<file path="config.mk">
export PLATFORM = sky130hd
export DESIGN_NAME = usr_top
export DESIGN_NICKNAME = d
export VERILOG_FILES = /design/src/shared/usr_pkg.sv /design/src/shared/usr_cb_if.sv /design/src/hdl/usr_cmd_mem.sv /design/src/hdl/usr_poll_timer.sv /design/src/hdl/usr_top.sv
export SDC_FILE = /design/constraint.sdc
export NUM_CORES = 1
export LEC_CHECK = 0
export ABC_AREA = 1
export ABC_CLOCK_PERIOD_IN_PS = 2000
export BUFFER_PORTS_ARGS = -buffer_cell sky130_fd_sc_hd__clkbuf_2
export CAP_MARGIN = 20
export CORE_MARGIN = 3
export CORE_UTILIZATION = 26
export DETAILED_ROUTE_END_ITERATION = 8
export SYNTH_ARGS = -nofsm -noshare
export SYNTH_HDL_FRONTEND = slang
export SYNTH_SLANG_ARGS = --single-unit
</file>
<file path="constraint.sdc">
create_clock -name clock_i -period 2 [get_ports clock_i]
set_input_delay 0.3 -clock clock_i [delete_from_list [all_inputs] [get_ports clock_i]]
set_output_delay 0.3 -clock clock_i [all_outputs]
set_load 0.03 [all_outputs]
</file>
<file path="src/shared/usr_pkg.sv">
// Constants and types for the USB status report and command filter
// Function
// - Max power reads 0xfa when sense high, 0x01 when low; else stored byte 0x34.
// - Self-powered bit low when sense high, high when low; else from max power.
// - Sense level sampled into descriptor only at USB reset or power-on reset.
// - Outside party holds reset 10 ms; device then reinitialises all state (not the block memory here); usb_reset_i here only resamples the power fields.
// - All outputs hold default startup values while reset is asserted.
// - With HID present, input GPIOs are polled about every 17 ms.
// - A changed polled GPIO state queues a report on interrupt endpoint one.
// - Report is two bytes: GPIO 5..0 in byte 0, speed and bus-power in byte 1.
// - Direction per GPIO from config byte 0x09; non-inputs report as zero.
// - Device runs full or high speed only, never low speed.
// - Only blocks with matching signature and subcode are pass-through blocks.
// - Signature byte must equal the stored value from address 0x04.
// - Recognised pass-through blocks are forwarded to the drive.
// - Packet commands are routed for translation when drive is non-packet.
// - Empty endpoint answers NAK; pending data returns 16 bits.
package usr_pkg;
  localparam int CLK_MHZ = 250;
  localparam int POLL_MS = 17;
  localparam int POLL_CYCLES = POLL_MS * CLK_MHZ * 1000;
  localparam int RESET_HOLD_MS = 10;
  localparam int RESET_HOLD_CYCLES = RESET_HOLD_MS * CLK_MHZ * 1000;
  localparam logic [7:0] MAXPWR_BUS = 8'hfa;
  localparam logic [7:0] MAXPWR_SELF = 8'h01;
  localparam logic [7:0] SUBCODE = 8'h24;
  localparam logic [4:0] CB_BYTES = 5'h10;
  localparam logic [7:0] CFG_ADDR_MAXPWR = 8'h34;
  localparam logic [7:0] CFG_ADDR_GPIO_DIR = 8'h09;
  localparam logic [7:0] CFG_ADDR_SIG = 8'h04;
  // Register byte offsets
  localparam logic [7:0] OFF_CTRL = 8'h00;
  localparam logic [7:0] OFF_GPIO_DIR = 8'h04;
  localparam logic [7:0] OFF_MAXPWR = 8'h08;
  localparam logic [7:0] OFF_SIG = 8'h0c;
  localparam logic [7:0] OFF_STATUS = 8'h10;
  localparam logic [7:0] OFF_REPORT = 8'h14;
  localparam logic [7:0] OFF_CB_LEN = 8'h18;
  localparam logic [7:0] OFF_DESC = 8'h1c;
  localparam logic [1:0] CB_WIN_TOP = 2'h1;
  // Control fields
  localparam int CTRL_HID = 0;
  localparam int CTRL_SUBMIT = 1;
  localparam int CTRL_PACKET = 2;
  // Status fields
  localparam int ST_PEND = 0;
  localparam int ST_BUSY = 1;
  localparam int ST_ROUTE = 2;
  // Report fields
  localparam int RPT_BUSPWR = 8;
  localparam int RPT_HS = 9;
  // Reset values
  localparam logic [5:0] GPIO_DIR_RST = 6'h00;
  localparam logic [7:0] MAXPWR_RST = 8'h01;
  localparam logic [7:0] SIG_RST = 8'h00;
  typedef enum logic [1:0] {
    USR_ROUTE_NONE,
    USR_ROUTE_PASSTHRU,
    USR_ROUTE_PACKET,
    USR_ROUTE_TRANSLATE
  } usr_route_e;
endpackage

</file>
<file path="src/shared/usr_cb_if.sv">
// Command block memory port bundle
interface usr_cb_if;
  logic wr_en;
  logic [3:0] wr_addr;
  logic [7:0] wr_data;
  logic [3:0] rd_addr;
  logic [7:0] rd_data;
  modport owner (output wr_en, output wr_addr, output wr_data, output rd_addr, input rd_data);
  modport mem (input wr_en, input wr_addr, input wr_data, input rd_addr, output rd_data);
endinterface

</file>
<file path="src/hdl/usr_cmd_mem.sv">
// Sixteen-byte command block store with registered read
module usr_cmd_mem #(
  parameter int DEPTH = 16
) (
  // Clock
  input wire logic clock_i,
  // Port bundle
  usr_cb_if.mem cb
);
  logic [7:0] mem_reg [DEPTH];
  always_ff @(posedge clock_i) begin
    if (cb.wr_en) begin
      mem_reg[cb.wr_addr] <= cb.wr_data;
    end
  end
  always_ff @(posedge clock_i) begin
    cb.rd_data <= mem_reg[cb.rd_addr];
  end
endmodule // usr_cmd_mem

</file>
<file path="src/hdl/usr_poll_timer.sv">
// Free-running poll interval tick
module usr_poll_timer #(
  parameter int CYCLES = 4250000
) (
  // Clock and reset
  input wire logic clock_i,
  input wire logic reset_n_i,
  // Control
  input wire logic enable_i,
  output logic tick_o
);
  logic [31:0] cnt_reg;
  always_ff @(posedge clock_i) begin
    if (!reset_n_i || !enable_i) begin
      cnt_reg <= 32'h0;
      tick_o <= 1'b0;
    end else if (cnt_reg == 32'(CYCLES - 1)) begin
      cnt_reg <= 32'h0;
      tick_o <= 1'b1;
    end else begin
      cnt_reg <= cnt_reg + 32'h1;
      tick_o <= 1'b0;
    end
  end
endmodule // usr_poll_timer

</file>
<file path="src/hdl/usr_top.sv">
// Status report and command filter top level
module usr_top #(
  parameter int POLL_CYCLES = usr_pkg::POLL_CYCLES,
  parameter bit HAS_SENSE_PIN = 1'b1,
  parameter int GPIO_W = 6
) (
  // Clock and reset
  input wire logic clock_i,
  input wire logic reset_n_i,
  // Register port
  input wire logic [7:0] reg_addr_i,
  input wire logic [31:0] reg_wdata_i,
  input wire logic reg_we_i,
  input wire logic reg_re_i,
  output logic [31:0] reg_rdata_o,
  // USB side status
  input wire logic usb_reset_i,
  input wire logic high_speed_i,
  input wire logic power_source_sense_i,
  // Descriptor power fields
  output logic [7:0] max_power_o,
  output logic self_powered_o,
  // Buttons
  input wire logic [GPIO_W-1:0] gpio_i,
  // Interrupt endpoint one
  input wire logic ep1_in_req_i,
  output logic ep1_nak_o,
  output logic ep1_valid_o,
  output logic [15:0] ep1_data_o,
  // Drive forwarding
  output logic fwd_valid_o,
  output logic [7:0] fwd_data_o,
  output logic fwd_last_o,
  output logic [1:0] fwd_route_o
);
  // Control state
  logic hid_en_reg;
  logic packet_drive_reg;
  logic [GPIO_W-1:0] gpio_dir_reg;
  logic [7:0] stored_maxpwr_reg;
  logic [7:0] sig_reg;
  logic [4:0] cb_len_reg;
  logic [7:0] cb_byte0_reg;
  logic [7:0] cb_byte1_reg;
  logic submit;
  logic cb_write;
  // Descriptor capture
  logic sample_pend_reg;
  // Report state
  logic poll_tick;
  logic [GPIO_W-1:0] gpio_last_reg;
  logic [GPIO_W-1:0] gpio_masked;
  logic [15:0] report_reg;
  logic pend_reg;
  logic report_new;
  logic report_served;
  // Forward engine
  typedef enum logic [1:0] {
    USR_FWD_IDLE,
    USR_FWD_READ,
    USR_FWD_DRAIN
  } usr_fwd_state_e;
  usr_fwd_state_e state_reg;
  logic [4:0] rd_cnt_reg;
  logic rd_valid_reg;
  logic rd_last_reg;
  logic [1:0] route_next;
  logic [1:0] route_reg;
  usr_cb_if cb ();

  assign submit = reg_we_i && (reg_addr_i == usr_pkg::OFF_CTRL) && reg_wdata_i[usr_pkg::CTRL_SUBMIT];
  assign cb_write = reg_we_i && (reg_addr_i[7:6] == usr_pkg::CB_WIN_TOP) && (state_reg == USR_FWD_IDLE);

  // Configuration writes
  always_ff @(posedge clock_i) begin
    if (!reset_n_i) begin
      hid_en_reg <= 1'b0;
      packet_drive_reg <= 1'b0;
      gpio_dir_reg <= usr_pkg::GPIO_DIR_RST;
      stored_maxpwr_reg <= usr_pkg::MAXPWR_RST;
      sig_reg <= usr_pkg::SIG_RST;
      cb_len_reg <= usr_pkg::CB_BYTES;
    end else if (reg_we_i) begin
      case (reg_addr_i)
        usr_pkg::OFF_CTRL: begin
          hid_en_reg <= reg_wdata_i[usr_pkg::CTRL_HID];
          packet_drive_reg <= reg_wdata_i[usr_pkg::CTRL_PACKET];
        end
        usr_pkg::OFF_GPIO_DIR: begin
          gpio_dir_reg <= reg_wdata_i[GPIO_W-1:0];
        end
        usr_pkg::OFF_MAXPWR: begin
          stored_maxpwr_reg <= reg_wdata_i[7:0];
        end
        usr_pkg::OFF_SIG: begin
          sig_reg <= reg_wdata_i[7:0];
        end
        usr_pkg::OFF_CB_LEN: begin
          cb_len_reg <= reg_wdata_i[4:0];
        end
        default: begin
        end
      endcase
    end
  end

  // Shadow of the two leading bytes so the decision needs no memory read
  always_ff @(posedge clock_i) begin
    if (!reset_n_i) begin
      cb_byte0_reg <= 8'h00;
      cb_byte1_reg <= 8'h00;
    end else if (cb_write && reg_addr_i[5:2] == 4'h0) begin
      cb_byte0_reg <= reg_wdata_i[7:0];
    end else if (cb_write && reg_addr_i[5:2] == 4'h1) begin
      cb_byte1_reg <= reg_wdata_i[7:0];
    end
  end

  always_ff @(posedge clock_i) begin
    if (!reset_n_i) begin
      sample_pend_reg <= 1'b1;
    end else begin
      sample_pend_reg <= usb_reset_i;
    end
  end

  always_ff @(posedge clock_i) begin
    if (!reset_n_i) begin
      max_power_o <= usr_pkg::MAXPWR_SELF;
      self_powered_o <= 1'b1;
    end else if (sample_pend_reg) begin
      if (HAS_SENSE_PIN) begin
        max_power_o <= power_source_sense_i ? usr_pkg::MAXPWR_BUS : usr_pkg::MAXPWR_SELF;
        self_powered_o <= !power_source_sense_i;
      end else begin
        max_power_o <= stored_maxpwr_reg;
        self_powered_o <= (stored_maxpwr_reg <= usr_pkg::MAXPWR_SELF);
      end
    end
  end

  usr_poll_timer #(
    .CYCLES(POLL_CYCLES)
  ) u_timer (
    .clock_i(clock_i),
    .reset_n_i(reset_n_i),
    .enable_i(hid_en_reg),
    .tick_o(poll_tick)
  );

  assign gpio_masked = gpio_i & gpio_dir_reg;
  assign report_new = poll_tick && hid_en_reg && (gpio_masked != gpio_last_reg);
  assign report_served = ep1_in_req_i && pend_reg;

  always_ff @(posedge clock_i) begin
    if (!reset_n_i) begin
      gpio_last_reg <= '0;
    end else if (poll_tick && hid_en_reg) begin
      gpio_last_reg <= gpio_masked;
    end
  end

  always_ff @(posedge clock_i) begin
    if (!reset_n_i) begin
      report_reg <= 16'h0000;
    end else if (report_new) begin
      report_reg <= 16'h0000;
      report_reg[GPIO_W-1:0] <= gpio_masked;
      report_reg[usr_pkg::RPT_BUSPWR] <= !self_powered_o;
      report_reg[usr_pkg::RPT_HS] <= high_speed_i;
    end
  end

  // New report beats a same-cycle read-out
  always_ff @(posedge clock_i) begin
    if (!reset_n_i) begin
      pend_reg <= 1'b0;
    end else if (report_new) begin
      pend_reg <= 1'b1;
    end else if (report_served) begin
      pend_reg <= 1'b0;
    end
  end

  always_ff @(posedge clock_i) begin
    if (!reset_n_i) begin
      ep1_nak_o <= 1'b0;
      ep1_valid_o <= 1'b0;
      ep1_data_o <= 16'h0000;
    end else begin
      ep1_nak_o <= ep1_in_req_i && !pend_reg;
      ep1_valid_o <= report_served;
      if (report_served) begin
        ep1_data_o <= report_reg;
      end
    end
  end

  always_comb begin
    if (cb_byte0_reg == sig_reg && cb_byte1_reg == usr_pkg::SUBCODE && cb_len_reg == usr_pkg::CB_BYTES) begin
      route_next = usr_pkg::USR_ROUTE_PASSTHRU;
    end else if (packet_drive_reg) begin
      route_next = usr_pkg::USR_ROUTE_PACKET;
    end else begin
      route_next = usr_pkg::USR_ROUTE_TRANSLATE;
    end
  end

  // Forward engine; writes to the block are refused while it streams
  always_ff @(posedge clock_i) begin
    if (!reset_n_i) begin
      state_reg <= USR_FWD_IDLE;
      rd_cnt_reg <= 5'h00;
      route_reg <= usr_pkg::USR_ROUTE_NONE;
    end else begin
      case (state_reg)
        USR_FWD_IDLE: begin
          rd_cnt_reg <= 5'h00;
          if (submit && cb_len_reg != 5'h00) begin
            route_reg <= route_next;
            state_reg <= USR_FWD_READ;
          end
        end
        USR_FWD_READ: begin
          rd_cnt_reg <= rd_cnt_reg + 5'h01;
          if (rd_cnt_reg + 5'h01 >= cb_len_reg) begin
            state_reg <= USR_FWD_DRAIN;
          end
        end
        USR_FWD_DRAIN: begin
          if (!rd_valid_reg && !fwd_valid_o) begin
            state_reg <= USR_FWD_IDLE;
          end
        end
        default: begin
          state_reg <= USR_FWD_IDLE;
        end
      endcase
    end
  end

  assign cb.wr_en = cb_write;
  assign cb.wr_addr = reg_addr_i[5:2];
  assign cb.wr_data = reg_wdata_i[7:0];
  assign cb.rd_addr = rd_cnt_reg[3:0];

  usr_cmd_mem #(
    .DEPTH(16)
  ) u_mem (
    .clock_i(clock_i),
    .cb(cb)
  );

  // Memory read lags address by one cycle
  always_ff @(posedge clock_i) begin
    if (!reset_n_i) begin
      rd_valid_reg <= 1'b0;
      rd_last_reg <= 1'b0;
    end else begin
      rd_valid_reg <= (state_reg == USR_FWD_READ);
      rd_last_reg <= (state_reg == USR_FWD_READ) && (rd_cnt_reg + 5'h01 >= cb_len_reg);
    end
  end

  always_ff @(posedge clock_i) begin
    if (!reset_n_i) begin
      fwd_valid_o <= 1'b0;
      fwd_data_o <= 8'h00;
      fwd_last_o <= 1'b0;
      fwd_route_o <= usr_pkg::USR_ROUTE_NONE;
    end else begin
      fwd_valid_o <= rd_valid_reg;
      fwd_data_o <= rd_valid_reg ? cb.rd_data : 8'h00;
      fwd_last_o <= rd_last_reg;
      fwd_route_o <= rd_valid_reg ? route_reg : usr_pkg::USR_ROUTE_NONE;
    end
  end

  // Register reads, unmapped read as zero
  always_ff @(posedge clock_i) begin
    if (!reset_n_i) begin
      reg_rdata_o <= 32'h0;
    end else if (reg_re_i) begin
      case (reg_addr_i)
        usr_pkg::OFF_CTRL: begin
          reg_rdata_o <= {29'h0, packet_drive_reg, 1'b0, hid_en_reg};
        end
        usr_pkg::OFF_GPIO_DIR: begin
          reg_rdata_o <= 32'(gpio_dir_reg);
        end
        usr_pkg::OFF_MAXPWR: begin
          reg_rdata_o <= {24'h0, stored_maxpwr_reg};
        end
        usr_pkg::OFF_SIG: begin
          reg_rdata_o <= {24'h0, sig_reg};
        end
        usr_pkg::OFF_STATUS: begin
          reg_rdata_o <= {28'h0, route_reg, state_reg != USR_FWD_IDLE, pend_reg};
        end
        usr_pkg::OFF_REPORT: begin
          reg_rdata_o <= {16'h0, report_reg};
        end
        usr_pkg::OFF_CB_LEN: begin
          reg_rdata_o <= {27'h0, cb_len_reg};
        end
        usr_pkg::OFF_DESC: begin
          reg_rdata_o <= {23'h0, self_powered_o, max_power_o};
        end
        default: begin
          reg_rdata_o <= 32'h0;
        end
      endcase
    end else begin
      reg_rdata_o <= 32'h0;
    end
  end
endmodule // usr_top

</file>
-- Word level (Yosys, flattened, before mapping)
Memory sizes are Yosys's and may differ from the RTL's. A register that Yosys moved wholly into a read port is not among the register bits.
Index checks and enable logic that the tools add are counted.
- register bits: 168
- RAM bits: 128
- bits of input ports: 54
- logic and storage cells: 109
- memories kept: 1
- add/sub/neg operators: 2
- order comparisons: 1
- eq/ne operators: 19
- mux-type cells: 14
- bitwise operators: 2
- reductions and logical operators: 41
- memories (name ; words ; width ; rd ports ; clocked after Yosys merged registers in ; write ports ; line ; RTL):
    u_mem.mem_reg ; 16 ; 8 ; 1 ; 1 ; 1 ; usr_cmd_mem.sv:10 ; logic [7:0] mem_reg [DEPTH];
- operator list (kind ; count):
    one-hot mux 10 bit (8 select lines) ; 1
    adder 32 x 1 -> 32 bit, second input constant ; 1
    equality test 32 x 23 -> 1 bit, second input constant ; 1
    equality test 8 x 5 -> 1 bit, second input constant ; 4
    AND reduction 2 bit ; 9
    equality test 8 x 4 -> 1 bit, second input constant ; 2
    logical AND 1 bit ; 15
    one-hot mux 5 bit (2 select lines) ; 1
    equality test 8 x 3 -> 1 bit, second input constant ; 1
    equality test 8 x 6 -> 1 bit, second input constant ; 1
    equality test 8 bit ; 1
    logical NOT 8 bit ; 1
    two-way mux 2 bit ; 4
    two-way mux 8 bit ; 1
    logical NOT 1 bit ; 7
    AND 6 bit ; 1
    two-way mux 1 bit ; 6
    inequality test 6 bit ; 1
    one-hot mux 2 bit (3 select lines) ; 1
    nonzero test 2 bit ; 3
    adder 5 x 1 -> 5 bit, second input constant ; 1
    equality test 5 bit, second input constant ; 1
    >= comparator 5 bit ; 1
    nonzero test 5 bit ; 1
    11 further kinds ; 13

-- Longest topological paths before layout
- depth after elaboration: 6
- gate-level depth with buffers: 12
- depth with buffers taken out: 12

-- Modules after synthesis
A second synthesis with hierarchy kept.
- cell total of the unflattened synthesis: 1531
- area, all modules: 12585.8 um^2
- by module, submodules not included (module ; times used ; cells each ; area each (um^2)):
    usr_cmd_mem ; 1 ; 551 ; 5766.8
    usr_top ; 1 ; 671 ; 4872.2
    usr_poll_timer ; 1 ; 309 ; 1946.9

-- Least setup slack after synthesis
Ideal clock, no wire load.
- kind: reg2reg
- start point: reg state_reg[1]
- end point: mem u_mem.mem_reg[8][0] (enable)
- library setup time: 0.383 ns
- data arrival time: 1.446 ns
- slack: 0.171 ns
- cell stages (with the launch flop): 7
- clock period less this slack: 1.829 ns
- path through: dfxtp_1 > buf_6 > nor2_1 > nand4_1 > inv_1 > nand2_1 > nor3_1
- cells in the longest elaborated chain, start to end: 4
- RTL lines (element ; line ; RTL):
    from (decl) ; usr_top.sv:63 ; usr_fwd_state_e state_reg;
    from (signal assigned) ; usr_top.sv:212 ; state_reg <= USR_FWD_IDLE;
    from (signal assigned) ; usr_top.sv:221 ; state_reg <= USR_FWD_READ;
    from (signal assigned) ; usr_top.sv:227 ; state_reg <= USR_FWD_DRAIN;
    logical NOT 2 bit ; usr_top.sv:72 ; assign cb_write = reg_we_i && (reg_addr_i[7:6] == usr_pkg::CB_WIN_TOP) && (state_reg == USR_FWD_IDLE);
    logical AND 1 bit ; usr_top.sv:72 ;
    two-way mux 1 bit ; usr_cmd_mem.sv:12 ; if (cb.wr_en) begin
    two-way mux 1 bit (implied by the code) ; usr_cmd_mem.sv:13 ; mem_reg[cb.wr_addr] <= cb.wr_data;
    to (decl) ; usr_cmd_mem.sv:10 ;
Every way passes these cells.

-- Worst setup path in the final report
- start point: reg rd_cnt_reg[0]
- end point: reg state_reg[1]
- cells in the longest elaborated chain, start to end: 4
- RTL lines (element ; line ; RTL):
    from (decl) ; usr_top.sv:64 ; logic [4:0] rd_cnt_reg;
    from (signal assigned) ; usr_top.sv:225 ; rd_cnt_reg <= rd_cnt_reg + 5'h01;
    adder 5 x 1 -> 5 bit ; usr_top.sv:226 ; if (rd_cnt_reg + 5'h01 >= cb_len_reg) begin
    >= comparator 5 bit ; usr_top.sv:226 ;
    inequality test 2 x 1 -> 1 bit (no line) ; -- ;
    AND reduction 3 bit (no line) ; -- ;
    to (signal assigned) ; usr_top.sv:227 ;
    to (signal assigned) ; usr_top.sv:232 ; state_reg <= USR_FWD_IDLE;
    to (signal assigned) ; usr_top.sv:236 ; state_reg <= USR_FWD_IDLE;
Every way passes these cells.
A chain may end at the register's enable or synchronous reset.

==> metrics.log <==
INFO  metric min_period_over_period = 92.3%
INFO  metric dp_cells = 2,003
INFO  metric num-nets-final = 1,505
INFO  metric ys_ff_latch = 275
INFO  metric timing.final.crit_period = 1.85 ns
INFO  metric max_clock_freq = 541 MHz
INFO  metric clock_sink_count = 275
INFO  metric detailed_route_wire_length_per_cell = 14.7 um
INFO  metric synth_ff_type = sky130_fd_sc_hd__dfxtp_1
INFO  metric grt_util_all_layers = 12.4%
INFO  metric number_of_i_o_port_buffers = 69
INFO  metric maxSlewViolCount = 0
INFO  metric die_h = 220 um
INFO  metric crit_path_max_fanout = 5
INFO  metric setup_viol = 0
INFO  metric dpl.hpwl = 21,100 um
INFO  metric iteration_count_of_the_initial_detailed_routing_pass = 5
INFO  metric power.density_cell_area = 864 mW/mm2
INFO  metric grt_first_pass_wirelength = 47,400 um
INFO  metric clkSlewWorstSetupHoldPaths = 0.06 ns
INFO  metric initial_antenna_violation_count = 1
INFO  metric synth_top_area_share = 32.3%
INFO  metric yosys-top-cells-area = sky130_fd_sc_hd__edfxtp_1 32%, sky130_fd_sc_hd__dfxtp_1 25%, sky130_fd_sc_hd__nor2_1 8.0%, sky130_fd_sc_hd__nand2_1 7.3%, sky130_fd_sc_hd__o21ai_0 5.2%
INFO  metric finalClockSkew = 0.0216 ns
INFO  metric first_global_vias = 8,771
INFO  metric fill_cells = 4,690
INFO  metric gpl.final_weighted_congestion = 0.857
INFO  metric clock_tree.htree_level_count = 1
INFO  metric largest_register_ffs = 128
INFO  metric via_count = 9,048
INFO  metric timing.final.hold_violations = 0
INFO  metric synthArstFlopShare = 0%
INFO  metric ios = 125
INFO  metric run_status = completed
INFO  metric design_area = 0.0140 mm2
INFO  metric seq_area = 0.00679 mm2
INFO  metric dpl_worst_slack = 0.116 ns
INFO  metric worstPathRequired = 2.47 ns
INFO  metric post-route-worst-setup-slack = 0.153 ns
INFO  metric detailed_place.area = 0.0129 mm2
INFO  metric static-leakage-power = 5.16 nW
INFO  metric drc = 0
INFO  metric report.power.total = 0.0121 W
INFO  metric grt_max_degree = 62
INFO  metric synth_edf_count = 128
INFO  metric clockRootBuffer = sky130_fd_sc_hd__clkbuf_16
INFO  metric cts-buffers-inserted = 29
INFO  metric post_synth_instance_area = 0.0119 mm2
INFO  metric tightestPinTransition = 0.644 ns
INFO  metric timing_worst_setup_path_type = flop to flop
INFO  metric yosys_cell_types = 39
INFO  metric postRouteWirelength = 30,300 um
INFO  metric rows = 77
INFO  metric yosys_warnings = 0
INFO  metric clock_tree.buffer_depth = 3
INFO  metric worst_setup_path_start_kind = flop
INFO  metric postSynthCellCount = 1,358
INFO  metric core = 0.0447 mm2
INFO  metric layout-drive-gt1-share = 13.5%
INFO  metric yosys.area.top_type = sky130_fd_sc_hd__edfxtp_1
INFO  metric worstHoldPathType = primary input to flop
INFO  metric synth_common_cells = 253 x sky130_fd_sc_hd__nor2_1, 232 x sky130_fd_sc_hd__nand2_1, 147 x sky130_fd_sc_hd__dfxtp_1
INFO  metric detail_route.iter0.violations = 560
INFO  metric worst_reg2reg_setup_slack = 0.15 ns
INFO  metric synth.most_common_cell = sky130_fd_sc_hd__nor2_1
INFO  metric ir_worst_vdd = 0.000616 V
INFO  metric growth_of_design_area_from_synthesis_to_finish = 17.7%
INFO  metric synthesis.area_per_instance = 8.77 um2
INFO  metric worst_setup_path_end_kind = flop
INFO  metric drv_cap = 0
INFO  metric cts_setup_buffers = 0
INFO  metric area_occupied_by_multi_input_gates = 0.00427 mm2
INFO  metric drt.antenna.violating_nets = 0
INFO  metric clkLatencyLatePin = 0.57 ns
INFO  metric cts_tree = done
INFO  metric vias_per_cell = 4.39
INFO  metric post_synthesis_sequential_area_ratio = 57.0%
INFO  metric final_cells = 2,060
INFO  metric design.die.area = 0.0484 mm2
INFO  metric timing.setup.tns = 0 ns
INFO  metric slew_headroom = 56.8%
INFO  metric starting_density = 26.6%
INFO  metric critPathArrivalTime = 2.32 ns
INFO  metric global_route.overflow_total = 0
INFO  metric die-width = 220 um
worst max-delay path, cell delays in order (launching register included):
cell and delay, ns:
sky130_fd_sc_hd__dfxtp_4 0.37, sky130_fd_sc_hd__ha_2 0.19, sky130_fd_sc_hd__nand2_1 0.07, sky130_fd_sc_hd__nor2_2 0.14, sky130_fd_sc_hd__xor2_2 0.20, sky130_fd_sc_hd__ha_1 0.27, sky130_fd_sc_hd__nand3_1 0.09, sky130_fd_sc_hd__o21bai_1 0.13
sky130_fd_sc_hd__nand2_1 0.07, sky130_fd_sc_hd__nand2_1 0.08, sky130_fd_sc_hd__nand2_1 0.05, sky130_fd_sc_hd__nand2_1 0.05, sky130_fd_sc_hd__inv_1 0.04
routing by layer:
| metal | track usage, % | wire, um | part of all wire [%] | vias up |
|---|---|---|---|---|
| li1 | - | - | - | 4600 |
| met1 | 16.3 | 13700 | 45 | 4209 |
| met2 | 21.3 | 14400 | 48 | 195 |
| met3 | 1.99 | 1490 | 4.9 | 44 |
| met4 | 3.03 | 708 | 2.3 | 0 |
| met5 | 0 | 0 | 0 | - |
placed cells by master, fill, tap and decap left out, types with 8 or more instances in the layout:
cell type,netlist,final
sky130_fd_sc_hd__a21oi_1,74,74
sky130_fd_sc_hd__buf_4,42,32
sky130_fd_sc_hd__clkbuf_16,0,29
sky130_fd_sc_hd__clkbuf_2,0,69
sky130_fd_sc_hd__conb_1,1,31
sky130_fd_sc_hd__dfxtp_1,147,145
sky130_fd_sc_hd__edfxtp_1,128,128
sky130_fd_sc_hd__inv_1,116,116
sky130_fd_sc_hd__nand2_1,232,232
sky130_fd_sc_hd__nand3_1,61,61
sky130_fd_sc_hd__nor2_1,253,252
sky130_fd_sc_hd__nor2_2,10,11
sky130_fd_sc_hd__nor3_1,21,21
sky130_fd_sc_hd__o211ai_1,21,21
sky130_fd_sc_hd__o21ai_0,124,124
sky130_fd_sc_hd__o221ai_1,16,16
sky130_fd_sc_hd__xor2_1,9,8
timing repair:
item | 4_1_cts | 5_1_grt
hold endpoints to repair | 2 | 0
gates resized for setup | 0 | 6
endpoints found under the setup margin | 0 | 4
hold buffers | 2 | 0
metrics by stage:
stage / hold WS (ns) / utilization (%)
3_5_place_dp: 0.400 / 28.9
5_1_grt: 0.0406 / 31.3
3_3_place_gp: 0.403 / 28.9
2_1_floorplan: 0.390 / -
4_1_cts: 0.00580 / 31.3
6_report: 0.0313 / 31.3
worst paths after layout:
kind,from,end,cells past startpoint
min reg2reg,u_mem.cb.rd_data[7]$_DFF_P_,fwd_data_o[7]$_SDFF_PN0_,2
max reg2reg,rd_cnt_reg[0]$_SDFFE_PN0P_,state_reg[1]$_SDFFE_PN0P_,12
min,power_source_sense_i,max_power_o[6]$_SDFFE_PN0P_,3
max,rd_cnt_reg[0]$_SDFFE_PN0P_,state_reg[1]$_SDFFE_PN0P_,12
cell type report:
| type | instances | area share, % |
|---|---|---|
| inverters | 125 | 3.35 |
| well taps | 592 | 5.29 |
| repair buffers | 108 | 4.97 |
| flip-flops and latches | 275 | 48.5 |
| clock inverters | 16 | 1.87 |
| multi-input cells | 905 | 30.5 |
| clock buffers | 37 | 5.54 |
| diodes | 2 | 0.0357 |
cells by family after synthesis:
logic type,after synthesis,synth area share (%)
other,1,0.0315
adder cells (fa/ha/maj),7,0.735
flip-flops,275,57.0
AND/OR/NAND/NOR,608,21.5
AO/OA/AOI/OAI,244,11.4
buffers and inverters,208,8.21
XOR/XNOR,15,1.10
where the power goes:
group          internal, W  switching (W)  total [W]
sequential         0.00590      0.0000112    0.00591
combinational    0.0000701       0.000303   0.000373
clock              0.00355        0.00228    0.00582
total              0.00951        0.00259     0.0121
(Power assumes the default switching activity.)
